$ cat src/hdl/ps2c_regs.svh
// register offsets, field positions, reset values and timing counts of the aux channel
`ifndef PS2C_REGS_SVH
`define PS2C_REGS_SVH

`define PS2C_OFF_CTRL 12'h000
`define PS2C_OFF_STATUS 12'h004
`define PS2C_OFF_TX 12'h008
`define PS2C_OFF_RX 12'h00C

`define PS2C_CTRL_EN_BIT 0
`define PS2C_CTRL_DIR_BIT 1

`define PS2C_ST_RDY_BIT 0
`define PS2C_ST_IDLE_BIT 1
`define PS2C_ST_PERR_BIT 2
`define PS2C_ST_FERR_BIT 3
`define PS2C_ST_TOUT_BIT 4
`define PS2C_ST_BUSY_BIT 5

`define PS2C_RST_EN 1'b0
`define PS2C_RST_IDLE 1'b1

`define PS2C_CLK_MHZ 200
`define PS2C_START_MIN_NS 45
`define PS2C_CLKREL_MIN_NS 90
`define PS2C_DIRCLR_MIN_NS 3500
`define PS2C_FRAME_MAX_NS 2002000
`define PS2C_CYC_UP(ns) ((((ns) * `PS2C_CLK_MHZ) + 999) / 1000)
`define PS2C_CYC_DN(ns) (((ns) * `PS2C_CLK_MHZ) / 1000)

`endif

$ cat src/hdl/ps2c_pkg.sv
// types shared by the aux channel controller
package ps2c_pkg;

  typedef struct packed {
    logic psel;
    logic penable;
    logic pwrite;
    logic [11:0] paddr;
    logic [31:0] pwdata;
  } ps2c_apb_req_t;

  typedef struct packed {
    logic pready;
    logic pslverr;
    logic [31:0] prdata;
  } ps2c_apb_rsp_t;

  typedef struct packed {
    logic clk_o;
    logic clk_oe;
    logic dat_o;
    logic dat_oe;
  } ps2c_line_t;

  typedef enum logic [3:0] {
    PS2C_DIS, PS2C_IDLE, PS2C_TXPREP, PS2C_TXSTART, PS2C_TXBITS,
    PS2C_TXACK, PS2C_TXWAIT, PS2C_RXBITS, PS2C_RXHOLD
  } ps2c_state_t;

  typedef struct packed {
    ps2c_state_t st;
    logic en;
    logic dir;
    logic idle;
    logic rdy;
    logic perr;
    logic ferr;
    logic tout;
    logic clk_oe;
    logic dat_oe;
    logic irq;
    logic clk_prev;
    logic [3:0] bcnt;
    logic [10:0] wc;
    logic [18:0] ft;
    logic [9:0] tx_sh;
    logic [10:0] rx_sh;
    logic [7:0] rx_data;
    logic [31:0] prdata;
  } ps2c_regs_t;

  typedef struct packed {
    logic [1:0] s1;
    logic [1:0] s2;
  } ps2c_sync_t;

endpackage

$ cat src/hdl/ps2c_sync.sv
// two-flop synchroniser for the aux clock and data pins
`timescale 1ns/1ps
`default_nettype none
module ps2c_sync (
  input wire logic pclk,
  input wire logic presetn,
  input wire logic [1:0] d,
  output logic [1:0] q
);
  import ps2c_pkg::*;

  ps2c_sync_t r, n;

  always_comb begin
    n = r;
    n.s1 = d;
    n.s2 = r.s1;
  end

  // lines idle high, so the chain resets to the released level
  always_ff @(posedge pclk or negedge presetn) begin
    if (!presetn) begin
      r <= '{s1: 2'h3, s2: 2'h3};
    end else begin
      r <= n;
    end
  end

  assign q = r.s2;
endmodule // ps2c_sync
`default_nettype wire

$ cat src/hdl/ps2c_top.sv
// aux keyboard/mouse serial channel with an APB register slave
`timescale 1ns/1ps
`default_nettype none
`include "ps2c_regs.svh"

// Operation
// - with enable set and receive selected, release clock and data within 1000 ns.
// - selecting transmit direction pulls the clock line low.
// - start bit driven low 45 to 90 ns after the transmit register write.
// - clock line released 90 to 130 ns after the transmit register write.
// - transmit idle flag clears within 1.7 units of the clock release.
// - first to tenth falling clock edge of a frame takes at most 2.002 ms.
// - next transmit bit presented within 1 us of a falling clock edge.
// - direction bit cleared 3.5 to 7.1 us after the rise following fall eleven.
// - transmit idle flag set within 500 ns of the direction bit falling.
// - data line released once the direction bit returns low.
// - interrupt raised when the transmit idle flag becomes set.
// - receive samples the data line on every falling clock edge.
// - receive data ready set within 1.6 us of the eleventh falling edge.
// - reading the receive register clears data ready within 500 ns.
// - after reception the clock is released only once the receive register is read.
// - with enable cleared, clock driven low and data left floating.
// - interrupt raised when receive data ready becomes set.
module ps2c_top #(
  parameter int unsigned FRAME_MAX_CYC = `PS2C_CYC_DN(`PS2C_FRAME_MAX_NS)
) (
  input wire logic pclk,
  input wire logic presetn,
  input wire ps2c_pkg::ps2c_apb_req_t apb_req,
  output ps2c_pkg::ps2c_apb_rsp_t apb_rsp,
  input wire logic aux_clock_line_i,
  input wire logic aux_data_line_i,
  output ps2c_pkg::ps2c_line_t aux_line,
  output logic irq
);
  import ps2c_pkg::*;

  localparam logic [10:0] START_CYC = 11'(`PS2C_CYC_UP(`PS2C_START_MIN_NS));
  localparam logic [10:0] CLKREL_CYC = 11'(`PS2C_CYC_UP(`PS2C_CLKREL_MIN_NS));
  localparam logic [10:0] DIRCLR_CYC = 11'(`PS2C_CYC_UP(`PS2C_DIRCLR_MIN_NS));
  localparam ps2c_regs_t RST = '{st: PS2C_DIS, en: `PS2C_RST_EN, idle: `PS2C_RST_IDLE,
                                 clk_oe: 1'b1, clk_prev: 1'b1, default: '0};

  function automatic logic odd_par(input logic [7:0] d);
    odd_par = ~(^d);
  endfunction

  ps2c_regs_t r, n;
  logic [1:0] pins_s;
  logic s_clk;
  logic s_dat;
  logic fall;
  logic rise;
  logic access;
  logic setup;
  logic mapped;
  logic ctrl_wr;
  logic stat_wr;
  logic tx_wr;
  logic tx_go;
  logic rx_rd;
  logic [10:0] rx_new;

  ps2c_sync u_sync (
    .pclk(pclk),
    .presetn(presetn),
    .d({aux_clock_line_i, aux_data_line_i}),
    .q(pins_s)
  );

  assign s_clk = pins_s[1];
  assign s_dat = pins_s[0];
  assign fall = r.clk_prev & ~s_clk;
  assign rise = ~r.clk_prev & s_clk;
  assign rx_new = {s_dat, r.rx_sh[10:1]};

  assign setup = apb_req.psel & ~apb_req.penable;
  assign access = apb_req.psel & apb_req.penable;
  assign mapped = (apb_req.paddr == `PS2C_OFF_CTRL) || (apb_req.paddr == `PS2C_OFF_STATUS) ||
                  (apb_req.paddr == `PS2C_OFF_TX) || (apb_req.paddr == `PS2C_OFF_RX);
  assign ctrl_wr = access & apb_req.pwrite & (apb_req.paddr == `PS2C_OFF_CTRL);
  assign stat_wr = access & apb_req.pwrite & (apb_req.paddr == `PS2C_OFF_STATUS);
  assign tx_wr = access & apb_req.pwrite & (apb_req.paddr == `PS2C_OFF_TX);
  assign rx_rd = access & ~apb_req.pwrite & (apb_req.paddr == `PS2C_OFF_RX);
  // a transmit write only starts a byte while the channel is prepared for it
  assign tx_go = tx_wr & (r.st == PS2C_TXPREP) & r.dir;

  function automatic logic [31:0] rd_mux(input logic [11:0] a, input ps2c_regs_t s);
    logic [31:0] v;
    v = 32'h0000_0000;
    case (a)
      `PS2C_OFF_CTRL: begin
        v[`PS2C_CTRL_EN_BIT] = s.en;
        v[`PS2C_CTRL_DIR_BIT] = s.dir;
      end
      `PS2C_OFF_STATUS: begin
        v[`PS2C_ST_RDY_BIT] = s.rdy;
        v[`PS2C_ST_IDLE_BIT] = s.idle;
        v[`PS2C_ST_PERR_BIT] = s.perr;
        v[`PS2C_ST_FERR_BIT] = s.ferr;
        v[`PS2C_ST_TOUT_BIT] = s.tout;
        v[`PS2C_ST_BUSY_BIT] = (s.st != PS2C_IDLE) && (s.st != PS2C_DIS);
      end
      `PS2C_OFF_TX: v[9:0] = s.tx_sh;
      `PS2C_OFF_RX: v[7:0] = s.rx_data;
      default: v = 32'h0000_0000;
    endcase
    rd_mux = v;
  endfunction

  always_comb begin
    n = r;
    n.irq = 1'b0;
    n.clk_prev = s_clk;
    if (setup) begin
      n.prdata = rd_mux(apb_req.paddr, r);
    end
    if (ctrl_wr) begin
      n.en = apb_req.pwdata[`PS2C_CTRL_EN_BIT];
      n.dir = apb_req.pwdata[`PS2C_CTRL_DIR_BIT];
    end
    // error flags clear on write of one; sets further down win the same cycle
    if (stat_wr) begin
      n.perr = r.perr & ~apb_req.pwdata[`PS2C_ST_PERR_BIT];
      n.ferr = r.ferr & ~apb_req.pwdata[`PS2C_ST_FERR_BIT];
      n.tout = r.tout & ~apb_req.pwdata[`PS2C_ST_TOUT_BIT];
    end
    if (rx_rd) begin
      n.rdy = 1'b0;
    end
    if ((r.st == PS2C_TXBITS || r.st == PS2C_RXBITS) && r.bcnt != 4'h0 && r.bcnt < 4'hA) begin
      n.ft = r.ft + 19'h00001;
    end
    case (r.st)
      PS2C_DIS: begin
        if (r.en) begin
          n.st = r.rdy ? PS2C_RXHOLD : PS2C_IDLE;
          n.clk_oe = r.rdy;
          n.dat_oe = 1'b0;
        end
      end
      PS2C_IDLE: begin
        n.clk_oe = 1'b0;
        n.dat_oe = 1'b0;
        n.bcnt = 4'h0;
        n.ft = 19'h00000;
        if (r.dir) begin
          n.st = PS2C_TXPREP;
          n.clk_oe = 1'b1;
        end else if (fall && !s_dat) begin
          n.st = PS2C_RXBITS;
          n.rx_sh = rx_new;
          n.bcnt = 4'h1;
        end
      end
      PS2C_TXPREP: begin
        n.clk_oe = 1'b1;
        if (!r.dir) begin
          n.st = PS2C_IDLE;
          n.clk_oe = 1'b0;
        end else if (tx_go) begin
          n.st = PS2C_TXSTART;
          n.wc = 11'h000;
          n.tx_sh = {1'b1, odd_par(apb_req.pwdata[7:0]), apb_req.pwdata[7:0]};
        end
      end
      PS2C_TXSTART: begin
        n.wc = r.wc + 11'h001;
        if (r.wc == START_CYC - 11'h001) begin
          n.dat_oe = 1'b1;
        end
        if (r.wc == CLKREL_CYC - 11'h001) begin
          n.clk_oe = 1'b0;
          n.idle = 1'b0;
          n.st = PS2C_TXBITS;
          n.bcnt = 4'h0;
          n.ft = 19'h00000;
        end
      end
      PS2C_TXBITS: begin
        if (fall) begin
          n.bcnt = r.bcnt + 4'h1;
          if (r.bcnt == 4'hA) begin
            // eleventh fall: the peripheral should hold data low as acknowledge
            n.ferr = n.ferr | s_dat;
            n.st = PS2C_TXACK;
          end else begin
            n.dat_oe = ~r.tx_sh[0];
            n.tx_sh = {1'b0, r.tx_sh[9:1]};
          end
        end
      end
      PS2C_TXACK: begin
        if (rise) begin
          n.st = PS2C_TXWAIT;
          n.wc = 11'h000;
        end
      end
      PS2C_TXWAIT: begin
        n.wc = r.wc + 11'h001;
        if (r.wc == DIRCLR_CYC - 11'h001) begin
          n.dir = 1'b0;
          n.dat_oe = 1'b0;
          n.idle = 1'b1;
          n.irq = 1'b1;
          n.st = PS2C_IDLE;
        end
      end
      PS2C_RXBITS: begin
        if (r.dir) begin
          n.st = PS2C_TXPREP;
          n.clk_oe = 1'b1;
        end else if (fall) begin
          n.rx_sh = rx_new;
          n.bcnt = r.bcnt + 4'h1;
          if (r.bcnt == 4'hA) begin
            n.rx_data = rx_new[8:1];
            // built on n so a write-one clear in this cycle is not undone by a clean frame
            n.perr = n.perr | (odd_par(rx_new[8:1]) != rx_new[9]);
            n.ferr = n.ferr | ~rx_new[10];
            n.rdy = 1'b1;
            n.irq = 1'b1;
            n.clk_oe = 1'b1;
            n.st = PS2C_RXHOLD;
          end
        end
      end
      PS2C_RXHOLD: begin
        n.clk_oe = 1'b1;
        if (rx_rd) begin
          n.clk_oe = 1'b0;
          n.st = PS2C_IDLE;
        end
      end
      default: begin
        n.st = PS2C_DIS;
      end
    endcase
    // a frame that overruns its time limit is dropped and reported
    if ({13'h0000, r.ft} >= FRAME_MAX_CYC[31:0]) begin
      n.tout = 1'b1;
      n.ft = 19'h00000;
      n.dat_oe = 1'b0;
      n.clk_oe = 1'b0;
      n.st = PS2C_IDLE;
      if (r.st == PS2C_TXBITS) begin
        n.dir = 1'b0;
        n.idle = 1'b1;
        n.irq = 1'b1;
      end
    end
    if (!r.en) begin
      n.st = PS2C_DIS;
      n.clk_oe = 1'b1;
      n.dat_oe = 1'b0;
      n.bcnt = 4'h0;
      n.ft = 19'h00000;
    end
  end

  always_ff @(posedge pclk or negedge presetn) begin
    if (!presetn) begin
      r <= RST;
    end else begin
      r <= n;
    end
  end

  assign apb_rsp.pready = 1'b1;
  assign apb_rsp.pslverr = access & ~mapped;
  assign apb_rsp.prdata = r.prdata;
  assign aux_line.clk_o = 1'b0;
  assign aux_line.clk_oe = r.clk_oe;
  assign aux_line.dat_o = 1'b0;
  assign aux_line.dat_oe = r.dat_oe;
  assign irq = r.irq;
endmodule // ps2c_top
`default_nettype wire

$ cat config.mk
export PLATFORM = sky130hd
export DESIGN_NAME = ps2c_top
export DESIGN_NICKNAME = d
export VERILOG_FILES = /design/src/hdl/ps2c_pkg.sv /design/src/hdl/ps2c_sync.sv /design/src/hdl/ps2c_top.sv
export VERILOG_INCLUDE_DIRS = /design/src /design/src/hdl
export SDC_FILE = /design/constraint.sdc
export NUM_CORES = 1
export LEC_CHECK = 0
export ABC_CLOCK_PERIOD_IN_PS = 2250
export BUFFER_PORTS_ARGS = -buffer_cell sky130_fd_sc_hd__buf_2
export CELL_PAD_IN_SITES_DETAIL_PLACEMENT = 0
export CELL_PAD_IN_SITES_GLOBAL_PLACEMENT = 2
export CORE_AREA = 2 2 128 130
export CTS_CLUSTER_DIAMETER = 80
export DETAILED_ROUTE_END_ITERATION = 10
export DIE_AREA = 0 0 130 132
export GPL_TIMING_DRIVEN = 0
export PLACE_DENSITY = 0.89
export SETUP_SLACK_MARGIN = 0.05
export SYNTH_ARGS = -nofsm -noshare
export SYNTH_HDL_FRONTEND = slang
export SYNTH_SLANG_ARGS = --single-unit
$ cat constraint.sdc
create_clock -name pclk -period 2.25 [get_ports pclk]
set_input_delay 0.1125 -clock pclk [delete_from_list [all_inputs] [get_ports pclk]]
set_output_delay 0.1125 -clock pclk [all_outputs]
set_load 0.03 [all_outputs]
==> key figures, run 1 <==
Critical path
  • Data arrival time at the worst-slack endpoint: around 2400 ps
  • Type of destination of the critical path: flop
  • R2R cell count: 8
  • Reg-to-reg slack, setup: about 110 ps
  • Req. time, crit path: about 2500 ps
  • Critical path start-end classification: reg2reg
  • Startpoint class of the critical path: flop
  • Peak fanout along the critical path: 8

Final layout
  • Leading cell type in the layout, fill and taps excluded: sky130_fd_sc_hd__dfrtp_1
  • Final Non-Filler Cells: a little under 900
  • Ratio of cells with drive above 1 in the final layout: 0.270
  • Net count of the finished layout: a little over 700
  • Final core occ: 0.414
  • Commonest cells after routing, fill and taps aside: sky130_fd_sc_hd__dfrtp_1 (82), sky130_fd_sc_hd__nor2_1 (56), sky130_fd_sc_hd__buf_4 (52), sky130_fd_sc_hd__buf_2 (51), sky130_fd_sc_hd__nand2_1 (51)
  • Antenna Diode Count: 0
  • Area grow syn2layout: 20.3%

Route
  • DRT Wirelength: 13100 µm
  • Routed vias/inst: between 5 and 6
  • Total iterations of the first detailed-routing run: 4
  • Average detailed-routed wire length per instance: 14.8 µm
  • Remaining number of nets flagged by the antenna check after routing: 0
  • Number of vias after detailed routing: about 4400
  • Violation count after the first detailed-routing iteration: ~320
  • DRC viols: 0

Place
  • Dpl cells: between 800 and 900
  • Routability congestion estimate: between 0.8 and 0.9
  • Count of input and output buffers: 38
  • Post-DP HPWL: around 9500 µm

STA
  • Max-Slew Margin vs Limit: 0.538
  • Final Max Tran Viols: 0
  • Post-layout min period: around 2100 ps
  • Transition time at the pin with the least slew margin: approximately 700 ps
  • Sum of negative setup slack: 0 ps
  • Unrepaired setup endpoints after global routing: yes
  • Count of final hold-check violations: 0
  • Final clock period utilization by the worst path: 0.949
  • Worst clock skew: 12.4 ps
  • Highest achievable clock rate: 468 MHz
  • Total of endpoints with negative setup slack in the final report: 0

Power
  • Total power per unit cell area: ~570 nW/µm²
  • Leakage dissipation: 2.93 nW
  • Switching component of the power: roughly 0.92 mW
  • Gate power share: 0.083
  • Clock network fraction of design power: 0.463
  • Total design power: between 3 and 4 mW
  • Maximum resistive drop on vdd: between 0.3 and 0.4 mV
  • Cell-internal power: between 2 and 3 mW
  • Sequential group share of total power: 0.453
  • Share of total power consumed by net switching: 0.250

Floorplanning
  • Die Height: roughly 130 µm
  • Area inside the core boundary: about 16000 µm²
  • Die area: about 17000 µm²
  • Ports placed on the boundary: 90
  • Number of standard-cell rows in the floorplan: between 40 and 50
  • Horiz. Die Dim: ~130 µm
  • Initial cell density of the core: 0.344

CTS
  • Maximum root-to-sink buffer count: 2
  • Clock Pin Slew Worst Setup and Hold Paths: ~70 ps
  • CTS tree: done
  • CTS HTree Levels: 3
  • Later-pin clock latency in the skew report: 360 ps
  • TritonCTS Buffers: 9
  • Root buffer selected by CTS: sky130_fd_sc_hd__clkbuf_16
  • Total clock sinks: 90

Logic synthesis
  • Count of cell types in the netlist: 62
  • Number of synthesized flops with an enable pin: 0
  • Leading register cell type out of synthesis: sky130_fd_sc_hd__dfrtp_1
  • Fraction of registers with async set/reset: 1.00
  • Post-synthesis average cell area: around 9.4 µm²
  • Warnings from Yosys: 0
  • Seq/Total Area, Yosys: 0.418
  • Post-synthesis instance total: 578
  • Combined area of all synthesized cells: roughly 5400 µm²
  • Post-synthesis sequential element count: 90

Global route
  • Largest net degree at the start of global routing: 51
  • Leftover overflow at the end of global routing: 0
  • Antenna violations before repair: 0
  • Global Route Usage Sum: 0.161
  • Vias in the first global route: around 4300
  • Wire length of the first global-routing pass: 21700 µm

Hold path
  • Hold WC Path Type: in2reg
  • Min-Delay Path Depth: 2

Job
  • Max-Cap Viols: 0

Run status
  • Result of the run: complete, no violations
## sequential cells by signal (all words and copies together), names as in the netlist
| signal | count |
|---|---|
| aux_line | 2 |
| irq | 1 |
| u_sync.n | 2 |
| r | 73 |
| apb_rsp | 10 |
| u_sync.q | 2 |
## layer usage
layer,GRT usage,vias to the layer above,part of all wire
met5,0,-,0
met4,0.0783,0,0.028
met3,0.0284,25,0.044
met2,0.247,114,0.46
met1,0.218,2140,0.47
li1,-,2154,-
## power groups by stage
stage	Combinational (mW)	Clock [mW]	Sequential [mW]
detailed placement	0.301	0	1.70
global placement	0.293	0	1.70
finish	0.306	1.71	1.67
global route	0.340	1.81	1.67
CTS	0.307	1.76	1.67
floorplan	0.210	0	1.69
## through the flow
step	hold WS [ps]	setup WS [ps]	cell area [µm²]
floorplan	-183	172	5500
CTS	45.9	49.8	6400
detailed placement	199	-49.6	5980
finish	65.8	115	6510
global placement	222	-8.99	5960
global route	52.1	24.9	6510
## kinds of logic (layout without fill, tap and decap cells)
| kind of cell | Yosys count | count (layout) | synth area share |
|---|---|---|---|
| xor+xnor | 29 | 29 | 0.0469 |
| simple gates | 219 | 219 | 0.215 |
| other cells | 2 | 25 | 0.00139 |
| flops | 90 | 90 | 0.418 |
| compound gates | 115 | 115 | 0.136 |
| mux | 38 | 38 | 0.0802 |
| buf+inv | 77 | 146 | 0.0844 |
| fa+ha+maj | 8 | 8 | 0.0185 |
## area by class of cell
cell class	count	area, µm²
sequential	90	2260
inverter	12	45.0
timing repair buffer	53	325
buffer	65	420
tap	216	270
multi-input combinational	434	2860
fill	1560	9200
clock buffer	9	225
clock inverter	7	109
## what timing repair did
| item | CTS | global route |
|---|---|---|
| pin swaps | 2 | 5 |
| gates resized for setup | 4 | 18 |
| setup endpoints to repair | 31 | 55 |
| buffers inserted | 5 | 6 |
| hold endpoints to repair | 50 | 0 |
| hold buffers | 3 | 0 |
## worst paths after layout
| kind | startpoint | endpoint |
|---|---|---|
| worst max-delay path | r[106] | r[106] |
| worst min-delay path | apb_req[0] | r[105] |
| worst max register to register | r[106] | r[106] |
| worst min register to register | u_sync.n[0] | u_sync.q[0] |
| max in group asynchronous | presetn | u_sync.n[1] |
| min in group asynchronous | presetn | r[49] |
## worst max-delay path, stage by stage, from the launching register on
cell and delay [ps]:
sky130_fd_sc_hd__dfrtp_1 380, sky130_fd_sc_hd__buf_2 170, sky130_fd_sc_hd__nor2_1 280, sky130_fd_sc_hd__nand3_1 200
sky130_fd_sc_hd__a31oi_2 370, sky130_fd_sc_hd__nor4_4 50, sky130_fd_sc_hd__buf_4 170, sky130_fd_sc_hd__and3_2 170
sky130_fd_sc_hd__o31a_1 220
## Yosys cell counts, types with 3 or more instances
cell type                  number  area [µm²]
sky130_fd_sc_hd__o21bai_1       3        22.5
sky130_fd_sc_hd__and4_1         6        52.6
sky130_fd_sc_hd__and3_1        12        75.1
sky130_fd_sc_hd__nor4_4         3        63.8
sky130_fd_sc_hd__and2_1         3        18.8
sky130_fd_sc_hd__nor4_1         8        50.1
sky130_fd_sc_hd__dfstp_2        7         184
sky130_fd_sc_hd__o31ai_1        6        45.0
sky130_fd_sc_hd__mux2_2        23         259
sky130_fd_sc_hd__nand2_1       52         195
sky130_fd_sc_hd__nand3b_1       3        22.5
sky130_fd_sc_hd__buf_4         40         300
sky130_fd_sc_hd__buf_2         14        70.1
sky130_fd_sc_hd__o31a_1         3        26.3
sky130_fd_sc_hd__o21ai_0       29         145
sky130_fd_sc_hd__nor2_1        57         214
sky130_fd_sc_hd__mux2i_1       13         130
sky130_fd_sc_hd__nand3_1       21         105
sky130_fd_sc_hd__ha_1           8         100
sky130_fd_sc_hd__a21boi_0       4        30.0
sky130_fd_sc_hd__a21oi_1       36         180
sky130_fd_sc_hd__o21a_1         3        22.5
sky130_fd_sc_hd__nor2b_1        9        56.3
sky130_fd_sc_hd__a22oi_1        5        37.5
sky130_fd_sc_hd__a21o_1         3        22.5
sky130_fd_sc_hd__xnor2_1       18         158
sky130_fd_sc_hd__xor2_1        11        96.3
sky130_fd_sc_hd__or3_1          7        43.8
sky130_fd_sc_hd__nand4_1        5        31.3
sky130_fd_sc_hd__nand2b_1      11        68.8
sky130_fd_sc_hd__nor3_1        13        65.1
sky130_fd_sc_hd__clkbuf_1       9        33.8
sky130_fd_sc_hd__o41ai_1        3        26.3
sky130_fd_sc_hd__dfrtp_1       83        2080
sky130_fd_sc_hd__a31oi_1        3        18.8
sky130_fd_sc_hd__inv_1         12        45.0
(Power assumes the default switching activity.)
==> run 2: changes to the inputs <==
--- a/config.mk
+++ b/config.mk
@@ -10,10 +10,10 @@
 export BUFFER_PORTS_ARGS = -buffer_cell sky130_fd_sc_hd__buf_2
 export CELL_PAD_IN_SITES_DETAIL_PLACEMENT = 0
 export CELL_PAD_IN_SITES_GLOBAL_PLACEMENT = 2
-export CORE_AREA = 2 2 128 130
+export CORE_AREA = 2 2 117 142
 export CTS_CLUSTER_DIAMETER = 80
 export DETAILED_ROUTE_END_ITERATION = 10
-export DIE_AREA = 0 0 130 132
+export DIE_AREA = 0 0 119 144
 export GPL_TIMING_DRIVEN = 0
 export PLACE_DENSITY = 0.89
 export SETUP_SLACK_MARGIN = 0.05
==> run 2 against run 1 <==
Critical path depth grew 1. Largest power group is now registers. Maximum frequency grew 0.65%. Final area shrank 0.13%. First-iteration DRC count shrank 34%.
==> key figures, run 2 (synthesis gave the netlist of run 1 again) <==
Run status
  • Result of the run: complete, no violations (unchanged)

Final layout
  • Ratio of cells with drive above 1 in the final layout: 0.267 (was 0.270)
  • Commonest cells after routing, fill and taps aside: sky130_fd_sc_hd__dfrtp_1 (82), sky130_fd_sc_hd__nor2_1 (56), sky130_fd_sc_hd__nand2_1 (51), sky130_fd_sc_hd__buf_4 (50), sky130_fd_sc_hd__buf_2 (49) (was sky130_fd_sc_hd__dfrtp_1 (82), sky130_fd_sc_hd__nor2_1 (56), sky130_fd_sc_hd__buf_4 (52), sky130_fd_sc_hd__buf_2 (51), sky130_fd_sc_hd__nand2_1 (51))
  • # fillers: 1581 (was 1560)
  • Final Non-Filler Cells: 879 (was 886)
  • Leading cell type in the layout, fill and taps excluded: sky130_fd_sc_hd__dfrtp_1 (unchanged)
  • Antenna Diode Count: 0 (unchanged)
  • Final core occ: 0.409 (was 0.414)
  • Most flops, register: r (unchanged)
  • Area grow syn2layout: 20.2% (was 20.3%)
  • Net count of the finished layout: 721 (was 724)
  • Max FFs per register: 73 (unchanged)

STA
  • Total of endpoints with negative setup slack in the final report: 0 (unchanged)
  • Transition time at the pin with the least slew margin: 655 ps (was 691 ps)
  • Highest achievable clock rate: 471 MHz (was 468 MHz)
  • Unrepaired setup endpoints after global routing: yes (unchanged)
  • Worst Slack Setup Final: 128 ps (was 115 ps)
  • Worst clock skew: 7.26 ps (was 12.4 ps)
  • Final clock period utilization by the worst path: 0.943 (was 0.949)
  • Max-Slew Margin vs Limit: 0.560 (was 0.538)
  • Final hold slack: 100 ps (was 65.8 ps)
  • Final Max Tran Viols: 0 (unchanged)
  • Count of final hold-check violations: 0 (unchanged)
  • Post-layout min period: 2120 ps (was 2140 ps)

Critical path
  • Count of buffer and inverter cells on the critical path: 2 (unchanged)
  • Peak fanout along the critical path: 7 (was 8)
  • R2R cell count: 9 (was 8)
  • Reg-to-reg slack, setup: 130 ps (was 110 ps)
  • Family with the most delay on the worst path: simple AND/OR/NAND/NOR gates (unchanged)
  • R2r endpoint: r[108] (was r[106])
  • Critical path launch point: r[91] (was r[106])
  • Critical path start-end classification: reg2reg (unchanged)
  • RR Startpoint: r[91] (was r[106])
  • Data arrival time at the worst-slack endpoint: 2350 ps (was 2380 ps)
  • Delay of the slowest cell on the worst path: 400 ps (was 380 ps)
  • Critical path, cell by cell: inv_2 > ha_4 > nand3b_4 > or2_4 > o211a_1 > nor4_4 > buf_4 > a21oi_1 > o31a_1 (was buf_2 > nor2_1 > nand3_1 > a31oi_2 > nor4_4 > buf_4 > and3_2 > o31a_1)
  • Req. time, crit path: 2480 ps (was 2500 ps)
  • Slowest stage cell, crit path: sky130_fd_sc_hd__dfrtp_1 (unchanged)
  • Startpoint class of the critical path: flop (unchanged)
  • Type of destination of the critical path: flop (unchanged)

Route
  • Total iterations of the first detailed-routing run: 5 (was 4)
  • Violation count after the first detailed-routing iteration: 209 (was 315)
  • DRT Wirelength: 13100 µm (about the same)
  • Number of vias after detailed routing: 4302 (was 4433)
  • Remaining number of nets flagged by the antenna check after routing: 0 (unchanged)
  • DRC viols: 0 (unchanged)
  • Routed vias/inst: 4.89 (was 5.00)
  • Average detailed-routed wire length per instance: 14.9 µm (was 14.8 µm)

Power
  • Total design power: 3.66 mW (was 3.69 mW)
  • Switching component of the power: 0.857 mW (was 0.923 mW)
  • Total power per unit cell area: 563 nW/µm² (was 566 nW/µm²)
  • Clock network fraction of design power: 0.459 (was 0.463)
  • Share of total power consumed by net switching: 0.234 (was 0.250)
  • Gate power share: 0.083 (about the same)
  • Cell-internal power: 2.81 mW (was 2.76 mW)
  • Leakage dissipation: 2.93 nW (about the same)
  • Sequential group share of total power: 0.458 (was 0.453)
  • Maximum resistive drop on vdd: 0.287 mV (was 0.356 mV)

CTS
  • Total clock sinks: 90 (unchanged)
  • TritonCTS Buffers: 9 (unchanged)
  • Clock Pin Slew Worst Setup and Hold Paths: 60 ps (was 70 ps)
  • Later-pin clock latency in the skew report: 340 ps (was 360 ps)
  • CTS HTree Levels: 3 (unchanged)
  • Maximum root-to-sink buffer count: 2 (unchanged)
  • Root buffer selected by CTS: sky130_fd_sc_hd__clkbuf_16 (unchanged)
  • CTS tree: done (unchanged)

Floorplanning
  • Die area: 17100 µm² (was 17200 µm²)
  • Horiz. Die Dim: 119 µm (was 130 µm)
  • Die Height: 144 µm (was 132 µm)
  • Initial cell density of the core: 0.341 (was 0.344)
  • Area inside the core boundary: 15900 µm² (was 15700 µm²)
  • Ports placed on the boundary: 90 (unchanged)
  • Number of standard-cell rows in the floorplan: 51 (was 46)

Job
  • Max-Cap Viols: 0 (unchanged)

Hold path
  • Min-Delay Path Depth: 3 (was 2)
  • Hold WC Path Type: in2reg (unchanged)
  • Launch instance of the worst min-delay path: apb_req[7] (was apb_req[0])
  • Endpoint of the worst hold-timing path: r[58] (was r[105])

Place
  • Dpl cells: 852 (was 856)
  • Count of input and output buffers: 38 (unchanged)
  • Routability congestion estimate: 0.892 (was 0.898)
  • Post-DP HPWL: 9710 µm (was 9510 µm)
  • Setup WS pre-CTS: -206 ps (was -49.6 ps)

Global route
  • Global Route Usage Sum: 0.158 (was 0.161)
  • Antenna violations before repair: 0 (unchanged)
  • Largest net degree at the start of global routing: 47 (was 51)
  • Wire length of the first global-routing pass: 21600 µm (was 21700 µm)
  • Vias in the first global route: 4239 (was 4331)
  • Leftover overflow at the end of global routing: 0 (unchanged)
-- run 2: worst min-delay path: stages --
cell	delay [ps]
sky130_fd_sc_hd__buf_2	100
sky130_fd_sc_hd__mux2i_1	60
sky130_fd_sc_hd__a21oi_1	130
-- run 2: metal layers --
metal  vias up  global-route usage  part of all wire
met5         -                   0                 0
li1       2134                   -                 -
met4         0              0.0576             0.022
met1      2056               0.195              0.44
met2        91               0.275              0.50
met3        21              0.0308             0.036
-- run 2: how the worst max path moves through the flow --
stage	end	cells past startpoint
detailed placement	r[37]	7
global route	r[68]	8
finish	r[108]	9
floorplan	r[108]	8
global placement	r[35]	7
CTS	r[108]	8
-- run 2: what timing repair did --
item	in CTS	in global routing
pin swaps	2	4
setup buffers	1	7
setup endpoints to repair	23	46
hold buffers	3	0
hold endpoints to repair	40	0
resized for setup	4	18
-- run 2: power groups by stage --
stage	Clock, mW	Sequential, mW	Combinational [mW]
after floorplan	0	1.69	0.210
after global placement	0	1.71	0.290
after detailed placement	0	1.71	0.300
after CTS	1.72	1.68	0.305
after global routing	1.78	1.68	0.341
final	1.68	1.68	0.304
-- run 2: cell type report --
class / count / area, µm² / share of cell area
buffer: 65 / 419 / 0.0644
timing repair buffer: 50 / 310 / 0.0477
tap: 212 / 265 / 0.0408
clock buffer: 11 / 253 / 0.0389
multi-input combinational: 434 / 2860 / 0.440
inverter: 12 / 45.0 / 0.00693
sequential: 90 / 2260 / 0.348
clock inverter: 5 / 85.1 / 0.0131
-- run 2: through the flow --
stage / instance area (µm²) / setup TNS [ps]
detailed placement: 5980 / -1490
global route: 6500 / 0
finish: 6500 / 0
floorplan: 5500 / 0
global placement: 5950 / -1270
CTS: 6370 / 0
